### src/mort_pkg.sv
package mort_pkg;
   // register map: index per option register number, byte address is four times it
   localparam logic [7:0] MORT_IDX_OPTIONS = 8'h0E;
   localparam logic [7:0] MORT_IDX_TEST = 8'h10;
   localparam logic [7:0] MORT_IDX_DURATION = 8'h12;
   localparam logic [7:0] MORT_IDX_CMD = 8'h40;
   localparam logic [9:0] MORT_ADDR_OPTIONS = 10'h038;
   localparam logic [9:0] MORT_ADDR_TEST = 10'h040;
   localparam logic [9:0] MORT_ADDR_DURATION = 10'h048;
   localparam logic [9:0] MORT_ADDR_CMD = 10'h100;
   // option register fields
   localparam int MORT_OPT_ECHO = 1;
   localparam int MORT_OPT_QUIET = 2;
   localparam int MORT_OPT_VERBOSE = 3;
   localparam int MORT_OPT_VOICE = 5;
   localparam int MORT_OPT_ORIG = 7;
   localparam logic [7:0] MORT_OPT_MASK = 8'hAE;
   localparam logic [7:0] MORT_OPT_RESET = 8'hAA;
   // test status fields
   localparam int MORT_TST_LDL = 0;
   localparam int MORT_TST_LDATA = 2;
   localparam int MORT_TST_FAR = 3;
   localparam int MORT_TST_RDL = 4;
   localparam int MORT_TST_RDL_ST = 5;
   localparam int MORT_TST_LDL_ST = 6;
   localparam logic [7:0] MORT_TST_MASK = 8'h7D;
   localparam logic [7:0] MORT_TST_RESET = 8'h00;
   localparam logic [7:0] MORT_DUR_RESET = 8'h00;
   // timing
   localparam int MORT_CLK_HZ = 25000000;
   localparam int MORT_SEC_MS = 1000;
   localparam int MORT_TICK_MS = 1000;
   localparam int MORT_TICK_CYCLES = MORT_CLK_HZ / MORT_SEC_MS * MORT_TICK_MS;
   // command codes, written to the command register
   typedef enum logic [7:0] {
      MORT_CMD_NONE = 8'h00,
      MORT_CMD_ECHO_OFF = 8'h01,
      MORT_CMD_ECHO_ON = 8'h02,
      MORT_CMD_QUIET_OFF = 8'h03,
      MORT_CMD_QUIET_ON = 8'h04,
      MORT_CMD_SHORT = 8'h05,
      MORT_CMD_VERBOSE = 8'h06,
      MORT_CMD_DATA_CALL = 8'h07,
      MORT_CMD_VOICE_CALL = 8'h08,
      MORT_CMD_ANSWER = 8'h09,
      MORT_CMD_DIAL = 8'h0A,
      MORT_CMD_LOOP_STOP = 8'h10,
      MORT_CMD_LDL_A = 8'h11,
      MORT_CMD_LDL_B = 8'h12,
      MORT_CMD_LDATA = 8'h13,
      MORT_CMD_FAR_GRANT = 8'h14,
      MORT_CMD_FAR_DENY = 8'h15,
      MORT_CMD_RDL = 8'h16,
      MORT_CMD_RDL_ST = 8'h17,
      MORT_CMD_LDL_ST = 8'h18
   } mort_cmd_t;
   typedef struct packed {
      logic [9:0] addr;
      logic [7:0] wdata;
      logic wr;
      logic rd;
   } mort_bus_t;
endpackage : mort_pkg

### src/mort_sync.sv
`timescale 1ns/1ps
`default_nettype none
module mort_sync (
   input wire logic clk_i,       // clock
   input wire logic sys_rst_i,   // async reset
   input wire logic async_i,     // raw input
   output logic level_o          // filtered level
);
   logic [2:0] sh_reg;
   logic [2:0] sh_next;
   logic lvl_reg;
   logic lvl_next;
   always_comb begin
      sh_next = {sh_reg[1:0], async_i};
      lvl_next = lvl_reg;
      // a change counts once stages two and three agree
      if (sh_reg[1] == sh_reg[2]) begin
         lvl_next = sh_reg[2];
      end
   end
   always_ff @(posedge clk_i or posedge sys_rst_i) begin
      if (sys_rst_i) begin
         sh_reg <= 3'h0;
         lvl_reg <= 1'b0;
      end else begin
         sh_reg <= sh_next;
         lvl_reg <= lvl_next;
      end
   end
   assign level_o = lvl_reg;
endmodule : mort_sync
`default_nettype wire

### src/mort_tick.sv
`timescale 1ns/1ps
`default_nettype none
module mort_tick #(
   parameter int CYCLES = 25000000
) (
   input wire logic clk_i,       // clock
   input wire logic sys_rst_i,   // async reset
   input wire logic restart_i,   // restart the period
   output logic tick_o           // one-cycle pulse per period
);
   logic [31:0] cnt_reg;
   logic [31:0] cnt_next;
   logic tick_reg;
   logic tick_next;
   always_comb begin
      cnt_next = cnt_reg + 32'h1;
      tick_next = 1'b0;
      if (restart_i) begin
         cnt_next = 32'h0;
      end else if (cnt_reg == 32'(CYCLES - 1)) begin
         cnt_next = 32'h0;
         tick_next = 1'b1;
      end
   end
   always_ff @(posedge clk_i or posedge sys_rst_i) begin
      if (sys_rst_i) begin
         cnt_reg <= 32'h0;
         tick_reg <= 1'b0;
      end else begin
         cnt_reg <= cnt_next;
         tick_reg <= tick_next;
      end
   end
   assign tick_o = tick_reg;
endmodule : mort_tick
`default_nettype wire

### src/mort_regs.sv
// Added by the designer: the register addresses and the address-and-strobe port.
`timescale 1ns/1ps
`default_nettype none
// Summary of operation
// - option bits 0, 4 and 6 always read zero.
// - option bit 1 is command echo, default one, set by echo commands.
// - option bit 2 suppresses result codes, default zero, quiet commands.
// - option bit 3 picks word result codes, default one, verbose commands.
// - option bit 5 holds dialing selection, default one.
// - bit 5 zero marks a data call, one marks a voice call.
// - option bit 7 is originate mode, default one, answer and dial commands.
// - option register reads AA after reset.
// - registers are eight bits wide; only the duration register uses all eight.
// - test bit 0 set during local digital loop, two commands start it.
// - test bit 2 set during local data loop test.
// - test bit 3 set while far-requested loop active, grant and deny commands.
// - test bit 4 set during locally requested remote digital loop.
// - test bit 5 set during remote digital loop with self-test.
// - test bit 6 set during local digital loop with self-test.
// - test bits 1 and 7 always read zero.
// - at most one test active at any moment.
// - stop command ends local tests and clears test register.
// - local tests end after duration seconds; zero means run until stopped.
module mort_regs
   import mort_pkg::*;
#(
   parameter int TICK_CYCLES = MORT_TICK_CYCLES
) (
   input wire logic clk_i,            // 25 MHz clock
   input wire logic sys_rst_i,        // async reset, active high
   input wire logic [9:0] addr_i,     // byte address
   input wire logic [31:0] wdata_i,   // write data
   input wire logic wr_i,             // write strobe
   input wire logic rd_i,             // read strobe
   input wire logic far_loop_req_i,   // far end asks for a digital loop (pin)
   output logic [31:0] rdata_o,       // read data, cycle after read strobe
   output logic echo_en_o,            // echo typed characters
   output logic result_quiet_o,       // suppress result codes
   output logic result_verbose_o,     // word result codes
   output logic voice_call_o,         // call type voice, else data
   output logic originate_o,          // originate mode, else answer
   output logic [7:0] test_state_o,   // live loopback test state
   output logic far_req_pending_o     // far loop request awaiting grant
);
   mort_bus_t bus;
   logic far_req;
   logic tick;
   logic [7:0] opt_reg;
   logic [7:0] opt_next;
   logic [7:0] tst_reg;
   logic [7:0] tst_next;
   logic [7:0] dur_reg;
   logic [7:0] dur_next;
   logic [7:0] secs_reg;
   logic [7:0] secs_next;
   logic [31:0] rdata_reg;
   logic [31:0] rdata_next;
   logic pend_reg;
   logic pend_next;
   logic cmd_wr;
   logic local_test;
   logic start_test;
   logic [7:0] start_bits;

   assign bus.addr = addr_i;
   assign bus.wdata = wdata_i[7:0];
   assign bus.wr = wr_i;
   assign bus.rd = rd_i;
   assign cmd_wr = bus.wr && (bus.addr == MORT_ADDR_CMD);
   // the far-end loop is not counted as locally initiated
   assign local_test = |(tst_reg & ~(8'h01 << MORT_TST_FAR));

   mort_sync u_far_sync (
      .clk_i(clk_i),
      .sys_rst_i(sys_rst_i),
      .async_i(far_loop_req_i),
      .level_o(far_req)
   );

   // the second count restarts with each test so the first second is whole
   mort_tick #(
      .CYCLES(TICK_CYCLES)
   ) u_sec_tick (
      .clk_i(clk_i),
      .sys_rst_i(sys_rst_i),
      .restart_i(start_test),
      .tick_o(tick)
   );

   // option register
   always_comb begin
      opt_next = opt_reg;
      if (bus.wr && (bus.addr == MORT_ADDR_OPTIONS)) begin
         opt_next = bus.wdata & MORT_OPT_MASK;
      end else if (cmd_wr) begin
         case (mort_cmd_t'(bus.wdata))
            MORT_CMD_ECHO_OFF: opt_next[MORT_OPT_ECHO] = 1'b0;
            MORT_CMD_ECHO_ON: opt_next[MORT_OPT_ECHO] = 1'b1;
            MORT_CMD_QUIET_OFF: opt_next[MORT_OPT_QUIET] = 1'b0;
            MORT_CMD_QUIET_ON: opt_next[MORT_OPT_QUIET] = 1'b1;
            MORT_CMD_SHORT: opt_next[MORT_OPT_VERBOSE] = 1'b0;
            MORT_CMD_VERBOSE: opt_next[MORT_OPT_VERBOSE] = 1'b1;
            MORT_CMD_DATA_CALL: opt_next[MORT_OPT_VOICE] = 1'b0;
            MORT_CMD_VOICE_CALL: opt_next[MORT_OPT_VOICE] = 1'b1;
            MORT_CMD_ANSWER: opt_next[MORT_OPT_ORIG] = 1'b0;
            MORT_CMD_DIAL: opt_next[MORT_OPT_ORIG] = 1'b1;
            default: opt_next = opt_reg;
         endcase
      end
   end

   // test starts; a new request is refused while any test runs
   always_comb begin
      start_bits = 8'h00;
      if (cmd_wr && (tst_reg == 8'h00)) begin
         case (mort_cmd_t'(bus.wdata))
            MORT_CMD_LDL_A: start_bits[MORT_TST_LDL] = 1'b1;
            MORT_CMD_LDL_B: start_bits[MORT_TST_LDL] = 1'b1;
            MORT_CMD_LDATA: start_bits[MORT_TST_LDATA] = 1'b1;
            MORT_CMD_FAR_GRANT: start_bits[MORT_TST_FAR] = pend_reg;
            MORT_CMD_RDL: start_bits[MORT_TST_RDL] = 1'b1;
            MORT_CMD_RDL_ST: start_bits[MORT_TST_RDL_ST] = 1'b1;
            MORT_CMD_LDL_ST: start_bits[MORT_TST_LDL_ST] = 1'b1;
            default: start_bits = 8'h00;
         endcase
      end
      start_test = |start_bits;
   end

   // test state, duration and far request
   always_comb begin
      tst_next = tst_reg;
      secs_next = secs_reg;
      dur_next = dur_reg;
      pend_next = pend_reg;
      if (bus.wr && (bus.addr == MORT_ADDR_DURATION)) begin
         dur_next = bus.wdata;
      end
      // a far request is only latched while it is raised; grant or deny consumes it
      if (!far_req) begin
         pend_next = 1'b0;
      end else if (!pend_reg && !tst_reg[MORT_TST_FAR]) begin
         pend_next = 1'b1;
      end
      if (start_test) begin
         tst_next = start_bits & MORT_TST_MASK;
         secs_next = 8'h00;
         pend_next = 1'b0;
      end else if (cmd_wr && (mort_cmd_t'(bus.wdata) == MORT_CMD_LOOP_STOP)) begin
         tst_next = MORT_TST_RESET;
         secs_next = 8'h00;
      end else if (cmd_wr && (mort_cmd_t'(bus.wdata) == MORT_CMD_FAR_DENY)) begin
         pend_next = 1'b0;
         tst_next[MORT_TST_FAR] = 1'b0;
      end else if (tst_reg[MORT_TST_FAR] && !far_req) begin
         tst_next[MORT_TST_FAR] = 1'b0;
      end else if (local_test && tick && (dur_reg != 8'h00)) begin
         // duration zero leaves the test running until stopped
         if (secs_reg + 8'h01 >= dur_reg) begin
            tst_next = MORT_TST_RESET;
            secs_next = 8'h00;
         end else begin
            secs_next = secs_reg + 8'h01;
         end
      end
   end

   // read path: data stands in the cycle after the strobe only
   always_comb begin
      rdata_next = 32'h0;
      if (bus.rd) begin
         case (bus.addr)
            MORT_ADDR_OPTIONS: rdata_next = {24'h0, opt_reg & MORT_OPT_MASK};
            MORT_ADDR_TEST: rdata_next = {24'h0, tst_reg & MORT_TST_MASK};
            MORT_ADDR_DURATION: rdata_next = {24'h0, dur_reg};
            default: rdata_next = 32'h0;
         endcase
      end
   end

   always_ff @(posedge clk_i or posedge sys_rst_i) begin
      if (sys_rst_i) begin
         opt_reg <= MORT_OPT_RESET;
         tst_reg <= MORT_TST_RESET;
         dur_reg <= MORT_DUR_RESET;
         secs_reg <= 8'h00;
         pend_reg <= 1'b0;
         rdata_reg <= 32'h0;
      end else begin
         opt_reg <= opt_next;
         tst_reg <= tst_next;
         dur_reg <= dur_next;
         secs_reg <= secs_next;
         pend_reg <= pend_next;
         rdata_reg <= rdata_next;
      end
   end

   assign rdata_o = rdata_reg;
   assign echo_en_o = opt_reg[MORT_OPT_ECHO];
   assign result_quiet_o = opt_reg[MORT_OPT_QUIET];
   assign result_verbose_o = opt_reg[MORT_OPT_VERBOSE];
   assign voice_call_o = opt_reg[MORT_OPT_VOICE];
   assign originate_o = opt_reg[MORT_OPT_ORIG];
   assign test_state_o = tst_reg;
   assign far_req_pending_o = pend_reg;
endmodule : mort_regs
`default_nettype wire

### config.mk
export PLATFORM = sky130hd
export DESIGN_NAME = mort_regs
export DESIGN_NICKNAME = d
export VERILOG_FILES = /design/src/mort_pkg.sv /design/src/mort_sync.sv /design/src/mort_tick.sv /design/src/mort_regs.sv
export SDC_FILE = /design/constraint.sdc
export NUM_CORES = 1
export LEC_CHECK = 0
export BUFFER_PORTS_ARGS = -buffer_cell sky130_fd_sc_hd__buf_2
export CAP_MARGIN = 20
export CORE_MARGIN = 2
export CORE_UTILIZATION = 49
export CTS_BUF_LIST = sky130_fd_sc_hd__clkbuf_8
export DETAILED_ROUTE_END_ITERATION = 12
export PLACE_DENSITY = 0.73
export SLEW_MARGIN = 15
export SYNTH_ARGS = -nofsm -noshare
export SYNTH_HDL_FRONTEND = slang
export SYNTH_SLANG_ARGS = --single-unit
export TNS_END_PERCENT = 100
### constraint.sdc
create_clock -name clk_i -period 3.6 [get_ports clk_i]
set_input_delay 0.36 -clock clk_i [delete_from_list [all_inputs] [get_ports clk_i]]
set_output_delay 0.36 -clock clk_i [all_outputs]
set_load 0.005 [all_outputs]
After elaboration in Yosys (flattened, before gate mapping)
Cells that the tools add are included.

storage, ports and cells
  input bits = 47
  register bits = 99
  memories kept = 0
  bits in writable memories = 0
  memory bits (read-only) = 0
  bits in latches = 0

cells by class
  divide/modulo/power cells = 0
  shifts and indexed selects = 0
  bitwise logic cells = 0
  equal/unequal tests = 27
  $lt $le $gt $ge = 1
  reduce and logical (&&, ||, !) cells = 36
  add/sub/neg operators = 2
  multiplexer cells = 41
  multipliers = 0

operators with widths
  kind                     number
  $mux W8                  13
  $eq A8 B5 Y1 const B     9
  $mux W32                 2
  $add A32 B1 Y32 const B  1
  $eq A32 B25 Y1 const B   1
  $eq A8 B3 Y1 const B     4
  $eq A8 B4 Y1 const B     3
  $pmux W8 S3              1
  $reduce_bool A3 Y1       7
  $eq A10 B7 Y1 const B    2
  $eq A8 B2 Y1 const B     2
  $mux W1                  15
  $reduce_and A2 Y1        6
  $eq A10 B6 Y1 const B    1
  $eq A10 B9 Y1 const B    1
  $logic_and A1 B1 Y1      10
  $pmux W1 S2              5
  $reduce_bool A5 Y1       2
  $add A8 B1 Y8 const B    1
  $eq A8 B1 Y1 const B     1
  $ge A8 B8 Y1             1
  $logic_not A8 Y1         1
  $mux W4                  2
  $reduce_bool A8 Y1       1
  11 further kinds         15

Logic depth before layout (Yosys ltp)
Gate-level depths: netlist of run 1.

  depth in word-level cells = 8
  mapped depth = 11
  gate-level depth less buffers = 11

By module
Synthesis of run 1 repeated with hierarchy kept, for this count alone.

second synthesis, totals
  cell total of the unflattened synthesis = 447
  area total of the unflattened synthesis = 4242.8 um^2

by module, submodules not included
  module     times used  cells an instance  area each (um^2)  sequential area each (um^2)
  mort_regs  1           254                2366.0            905.9
  mort_tick  1           187                1761.7            825.8
  mort_sync  1           6                  115.1             100.1

Worst setup path before layout of run 1
OpenSTA, ideal clock, no wires.

  kind = register to register
  from = register secs_reg[0]
  to = register secs_reg[4]
  stages on the path, launching flop included = 12
  clock period less this slack = 2798 ps
  data arrival time = 2664 ps
  setup slack = 802 ps
  required time = 3466 ps
  cells stage by stage = dfrtp_1 -> ha_1 -> nand3_1 -> nor2_1 -> xor2_1 -> ha_1 -> and4_1 -> o21ai_0 -> o311ai_1 -> nor3_2 -> a221oi_1 -> nor2_1

between the ends
  longest elaborated chain between the ends = 8

ends and longest elaborated chain
  element                   line                                text
  start: declaration        mort_regs.sv:54                     logic [7:0] secs_reg;
  start signal: assignment  mort_regs.sv:193                    secs_reg <= secs_next;
  $add A8 B1 Y8 (*)         mort_regs.sv:159, mort_regs.sv:163
  $ge A8 B8 Y1              mort_regs.sv:159                    if (secs_reg + 8'h01 >= dur_reg) begin
  $mux W8 (*)               mort_regs.sv:159
  $mux W8 (*)               mort_regs.sv:157                    end else if (local_test && tick && (dur_reg != 8'h00)) begin
  $mux W8 (*)               mort_regs.sv:155                    end else if (tst_reg[MORT_TST_FAR] && !far_req) begin
  $mux W8 (*)               mort_regs.sv:152                    end else if (cmd_wr && (mort_cmd_t'(bus.wdata) == MORT_CMD_FAR_DENY)) begin
  $mux W8 (*)               mort_regs.sv:149                    end else if (cmd_wr && (mort_cmd_t'(bus.wdata) == MORT_CMD_LOOP_STOP)) begin
  $mux W8 (*)               mort_regs.sv:145                    if (start_test) begin

Every way passes the cells marked *; elsewhere a longest branch is shown, timed or not. The select of a mux whose other input is x is not followed.
A chain may end at the register's enable or synchronous reset.

Final worst setup path of run 1
  from = register secs_reg[0]
  to = register secs_reg[5]

The elaborated chain is that of the path after synthesis.

==> results.txt, run 1 <==
cts repair resizes: 0
count of final hold-check violations: 0
maximum clock frequency: 331 MHz
largest stage delay on the critical path: 440 ps
drt pass-1 iters: 4
unrepaired setup endpoints after global routing: false
CTS tree: done
VDD IR-drop max: 411 uV
clock transition at the registers of the reported paths: 80 ps
Iteration-0 DRC Markers: 244
max reg flops: 32
final setup vio count: 0
first-pass GRT wire length: 14700 um
Post-Syn Instances: 426
Yosys top cell by area: dfrtp_1
Area contributors post-synth: dfrtp_1 (42%), nor2_1 (6.3%), xor2_1 (6.0%)
Synth cell types: 58
most frequent cells in the layout: nor2_1 (69), dfrtp_1 (69), buf_2 (42)
final worst path period share: 84.0%
Vias: 3236
max cap viols: 0
Avg Cell Area, Syn: 9.61 um2
GRT overflow: 0
Static Leak: 2.11 nW
#FFs+latches synth: 73
# DRC: 0
CP arrival: 3320 ps
clock tree buffer depth: 2
design area: 4510 um2
Setup TNS: 0 ps
critical path class: reg -> reg
Initial Utilization: 50.1%
Clock Sinks: 73
Hold-fix buffers, CTS: 0
Final Net Count: 527
largest net degree at the start of global routing: 51
critical path required time: 3890 ps
RePlAce Congestion: 0.803
Async SR Flop Fraction: 100%
vias in the first global route: 3079
initial antenna violation count: 0
Core Region: 8180 um2
vias per inst: 5.58
Post-DP Area: 4290 um2
Yosys warnings: 0
WL final: 8440 um
Final Max Tran Viols: 0
TritonCTS Buffers: 9
min-delay worst type: in -> reg
main flop type after synthesis: dfrtp_1
Ports: 93
Root Driver: clkbuf_8
post-CTS setup buffers: 0
area grow syn2layout: 10.0%
# port buffers: 42
post-synthesis sequential area ratio: 44.7%
Worst Setup Start Kind: register
remaining antenna violation count: 0
Chip Height: 95.4 um
# fillers: 742
crit path max fanout: 8
FP Rows: 33
H-tree depth: 3
Setup Skew: 9.79 ps
Synth top area share: 42.2%
layout cells sized above 1: 17.9%
# diodes: 0
wire per inst: 14.6 um
GR Util All Layers: 20.7%
DIE AREA: 9100 um2
Die Span X: 95.4 um
pwr/cell area: 378 nW/um2
Clk Latency, worst-skew pair: 360 ps
Final min period: 3020 ps
Post-synth EDFFs: 0
CP endpoint kind: register
critical-path cell list: ha_1 -> nand3_1 -> nor2_1 -> xor2_1 -> ha_1 -> a21o_1 -> o21ai_0 -> o311ai_1 -> buf_4 -> nor3_2 -> a221oi_1 -> nor2_1
Worst path slowest cell: dfrtp_1
worst-margin pin slew: 855 ps
Slew HR: 43.0%
Post-Syn Area: 4100 um2
post-DP HPWL: 6080 um
status: finished, final reports clean
-- cell families after synthesis --
| logic type | share of synthesized area, % |
|---|---|
| simple gates | 25.6 |
| fa+ha+maj | 3.30 |
| mux | 1.99 |
| other cells | 0.0916 |
| buf+inv | 7.79 |
| compound gates | 8.80 |
| flops | 44.7 |
| xor+xnor | 7.70 |
-- report_power, final --
| group | switching [mW] | total (mW) | internal [mW] |
|---|---|---|---|
| clock | 0.325 | 0.715 | 0.390 |
| combinational | 0.0673 | 0.108 | 0.0409 |
| sequential | 0.0339 | 0.880 | 0.846 |
| total | 0.426 | 1.70 | 1.28 |
-- layout make-up --
class / count / area (um2) / share of cell area [%]
Timing Repair Buffer: 45 / 233 / 5.17
Multi-Input combinational cell: 327 / 2040 / 45.2
Sequential cell: 73 / 1830 / 40.7
Clock buffer: 9 / 124 / 2.75
Inverter: 14 / 53.8 / 1.19
Tap cell: 105 / 131 / 2.92
Clock inverter: 7 / 93.8 / 2.08
-- cells in the mapped netlist, drive strengths merged (2+ instances only) --
cell / number
and3: 7
nand4: 14
or4: 2
xor2: 28
a32oi: 2
buf: 34
clkbuf: 3
nor4: 8
dfrtp: 69
mux2: 5
nor3b: 3
nor4b: 2
o21ai: 12
dfstp: 4
nand2: 36
xnor2: 8
nand3: 12
a22oi: 7
nand2b: 5
a222oi: 3
o2bb2ai: 3
nor3: 10
a221oi: 2
and4: 13
inv: 14
or2: 4
a22o: 2
a21oi: 13
or3: 2
ha: 10
nor2: 69
and2: 3
nand3b: 4
-- critical path: cells and delay by family, from the launching register on --
kind	cells	cell delay [ps]
xor gates and xnor gates	1	220
DFF	1	440
AOI/OAI and AO/OA	4	670
adders and majority gates	2	550
buffers and inverters	1	200
and+or+nand+nor	4	880
-- stage by stage --
step	total power [mW]	utilization, %	instances	hold WS (ps)	setup WS (ps)
3_3_place_gp	0.999	52.4	564	337	780
4_1_cts	1.72	55.1	580	96.4	588
3_5_place_dp	1.00	52.4	564	337	621
5_1_grt	1.79	55.1	580	92.7	388
2_1_floorplan	0.978	-	451	331	802
6_report	1.70	55.1	580	108	576
-- routing by layer --
metal | share of wire, % | up-vias | global-route usage (%)
met3 | 4.8 | 11 | 5.14
met2 | 50 | 82 | 34.5
met4 | 1.2 | 0 | 6.07
li1 | - | 1532 | -
met1 | 44 | 1611 | 26.8
met5 | 0 | - | 0
-- worst paths after layout --
path | start | to | slack [ps] | cells past startpoint
setup reg to reg | secs_reg[0] | secs_reg[5] | 580 | 12
hold / removal | far_loop_req_i | u_far_sync.sh_reg[0] | 110 | 1
hold reg to reg | u_far_sync.sh_reg[0] | u_far_sync.sh_reg[1] | 350 | 0
setup / recovery | secs_reg[0] | secs_reg[5] | 580 | 12
min in group asynchronous | sys_rst_i | u_sec_tick.cnt_reg[25] | 140 | 2
max in group asynchronous | sys_rst_i | opt_reg[7] | 2610 | 3
Power figures use the tool's default switching activity.
==> inputs of run 2 (changes only) <==
Settings changed: PLACE_DENSITY 0.73 to 0.76.
Clock period 3.6 ns to 2.7 ns, I/O delays scaled along.
==> run 2 against run 1 <==
The flow now finishes with violations (setup timing). Fmax is 12% higher. Clock skew grew 5.0 ps. Sequential power up 33%. Critical path type unchanged. Final cell count up 2.1%.
==> results.txt, run 2 (synthesis gave the netlist of run 1 again) <==
status: finished with violations (was finished, final reports clean)
failing checks: setup timing
largest stage delay on the critical path: 410 ps (was 440 ps)
Root Driver: clkbuf_8 (unchanged)
setup ws final: -1.95 ps (was 576 ps)
# fillers: 720 (was 742)
clock transition at the registers of the reported paths: 80 ps (about the same)
Pwr Total: 2.37 mW (was 1.70 mW)
# port buffers: 42 (unchanged)
vias per inst: 5.39 (was 5.58)
Static Leak: 2.20 nW (was 2.11 nW)
most frequent cells in the layout: dfrtp_1 (69), nor2_1 (67), buf_2 (42) (was nor2_1 (69), dfrtp_1 (69), buf_2 (42))
drt pass-1 iters: 7 (was 4)
Place WS: 20.0 ps (was 621 ps)
most common cell after layout, fill and taps aside: dfrtp_1
Reg area: 1830 um2 (unchanged)
worst hold slack: 26.6 ps (was 108 ps)
CP endpoint kind: register (unchanged)
critical path class: reg -> reg (unchanged)
layout cells sized above 1: 21.4% (was 17.9%)
Final Net Count: 539 (was 527)
VDD IR-drop max: 400 uV (was 411 uV)
worst-margin pin slew: 729 ps (was 855 ps)
Iteration-0 DRC Markers: 253 (was 244)
Setup Skew: 14.8 ps (was 9.79 ps)
maximum clock frequency: 370 MHz (was 331 MHz)
CTS tree: done (unchanged)
pwr/cell area: 505 nW/um2 (was 378 nW/um2)
max reg flops: 32 (unchanged)
Clock Sinks: 73 (unchanged)
area grow syn2layout: 14.7% (was 10.0%)
min-delay worst type: in -> reg (unchanged)
most frequent CP cell: and4_1
Final min period: 2700 ps (was 3020 ps)
Die Span X: 95.4 um (unchanged)
WL final: 8520 um (was 8440 um)
vias in the first global route: 3147 (was 3079)
GRT overflow: 0 (unchanged)
Final Max Tran Viols: 0 (unchanged)
# diodes: 0 (unchanged)
remaining antenna violation count: 0 (unchanged)
FP Rows: 33 (unchanged)
Clk Latency, worst-skew pair: 350 ps (was 360 ps)
area taken by multi-input logic gates: 2100 um2 (was 2040 um2)
crit path max fanout: 4 (was 8)
# DRC: 0 (unchanged)
Core Region: 8180 um2 (unchanged)
Worst path slowest cell: dfrtp_1 (unchanged)
DIE AREA: 9100 um2 (unchanged)
first-pass GRT wire length: 14700 um (about the same)
Initial Utilization: 50.1% (unchanged)
final worst path period share: 100% (was 84.0%)
final setup vio count: 1 (was 0)
TritonCTS Buffers: 9 (unchanged)
unrepaired setup endpoints after global routing: true (was false)
critical path required time: 3000 ps (was 3890 ps)
Vias: 3188 (was 3236)
initial antenna violation count: 0 (unchanged)
Chip Height: 95.4 um (unchanged)
count of final hold-check violations: 0 (unchanged)
GR Util All Layers: 20.5% (was 20.7%)
max cap viols: 0 (unchanged)
Worst Setup Start Kind: register (unchanged)
post-DP HPWL: 6050 um (was 6080 um)
wire per inst: 14.4 um (was 14.6 um)
Final Core Density: 57.4% (was 55.1%)
CP arrival: 3000 ps (was 3320 ps)
largest net degree at the start of global routing: 74 (was 51)
Setup TNS: -1.95 ps (was 0 ps)
critical-path cell list: and3_4 -> nand3_2 -> nor2_2 -> xor2_1 -> ha_1 -> and4_1 -> o21ai_2 -> o311ai_4 -> buf_4 -> and4_1 -> or4_1 -> nand2_1 (was ha_1 -> nand3_1 -> nor2_1 -> xor2_1 -> ha_1 -> a21o_1 -> o21ai_0 -> o311ai_1 -> buf_4 -> nor3_2 -> a221oi_1 -> nor2_1)
RePlAce Congestion: 0.890 (was 0.803)
clock tree buffer depth: 2 (unchanged)
Ports: 93 (unchanged)
H-tree depth: 3 (unchanged)
Slew HR: 51.3% (was 43.0%)
==> run 2: stage by stage <==
stage,std cells,area (um2)
floorplan,451,4200
global placement,571,4360
detailed placement,571,4360
CTS,588,4610
global route,592,4700
finish,592,4700
==> run 2: area by class of cell <==
| type | count | share of cell area [%] |
|---|---|---|
| Sequential cell | 73 | 39.0 |
| Multi-Input combinational cell | 327 | 44.7 |
| Inverter | 14 | 1.12 |
| Timing Repair Buffer | 57 | 7.19 |
| Tap cell | 105 | 2.80 |
| Clock buffer | 9 | 2.64 |
| Clock inverter | 7 | 2.53 |
==> run 2: layer usage <==
layer / GRT usage [%] / share of wire, %
met1: 28.0 / 45
met2: 32.5 / 49
met3: 4.82 / 4.2
met4: 6.55 / 1.0
met5: 0 / 0
==> run 2: worst paths after layout <==
kind / from / to / slack [ps] / cells after the start
worst max-delay path: secs_reg[1] / test_state_o[3] / -2 / 12
max in group asynchronous: sys_rst_i / opt_reg[7] / 1810 / 4
worst min register to register: u_far_sync.sh_reg[0] / u_far_sync.sh_reg[1] / 350 / 0
worst max register to register: secs_reg[1] / test_state_o[3] / -2 / 12
min in group asynchronous: sys_rst_i / secs_reg[2] / 540 / 4
worst min-delay path: far_loop_req_i / u_far_sync.sh_reg[0] / 30 / 1
==> run 2: report_power, final <==
part | internal [mW] | switching (mW)
logic | 0.0638 | 0.0960
registers | 1.13 | 0.0440
clock network | 0.615 | 0.423
==> run 2: critical path: cells and delay by family (launching register included) <==
kind | cells | cell delay [ps]
AO/OA/AOI/OAI | 2 | 220
XOR/XNOR | 1 | 230
adder cells (fa/ha/maj) | 1 | 290
buffers and inverters | 1 | 170
flip-flops | 1 | 410
AND/OR/NAND/NOR | 7 | 1320
==> run 2: repair_timing <==
action / CTS / global route
resized for setup: 0 / 13
buffers inserted: 0 / 4
hold endpoints to repair: 26 / 0
hold buffers: 1 / 0
endpoints found under the setup margin: 0 / 13
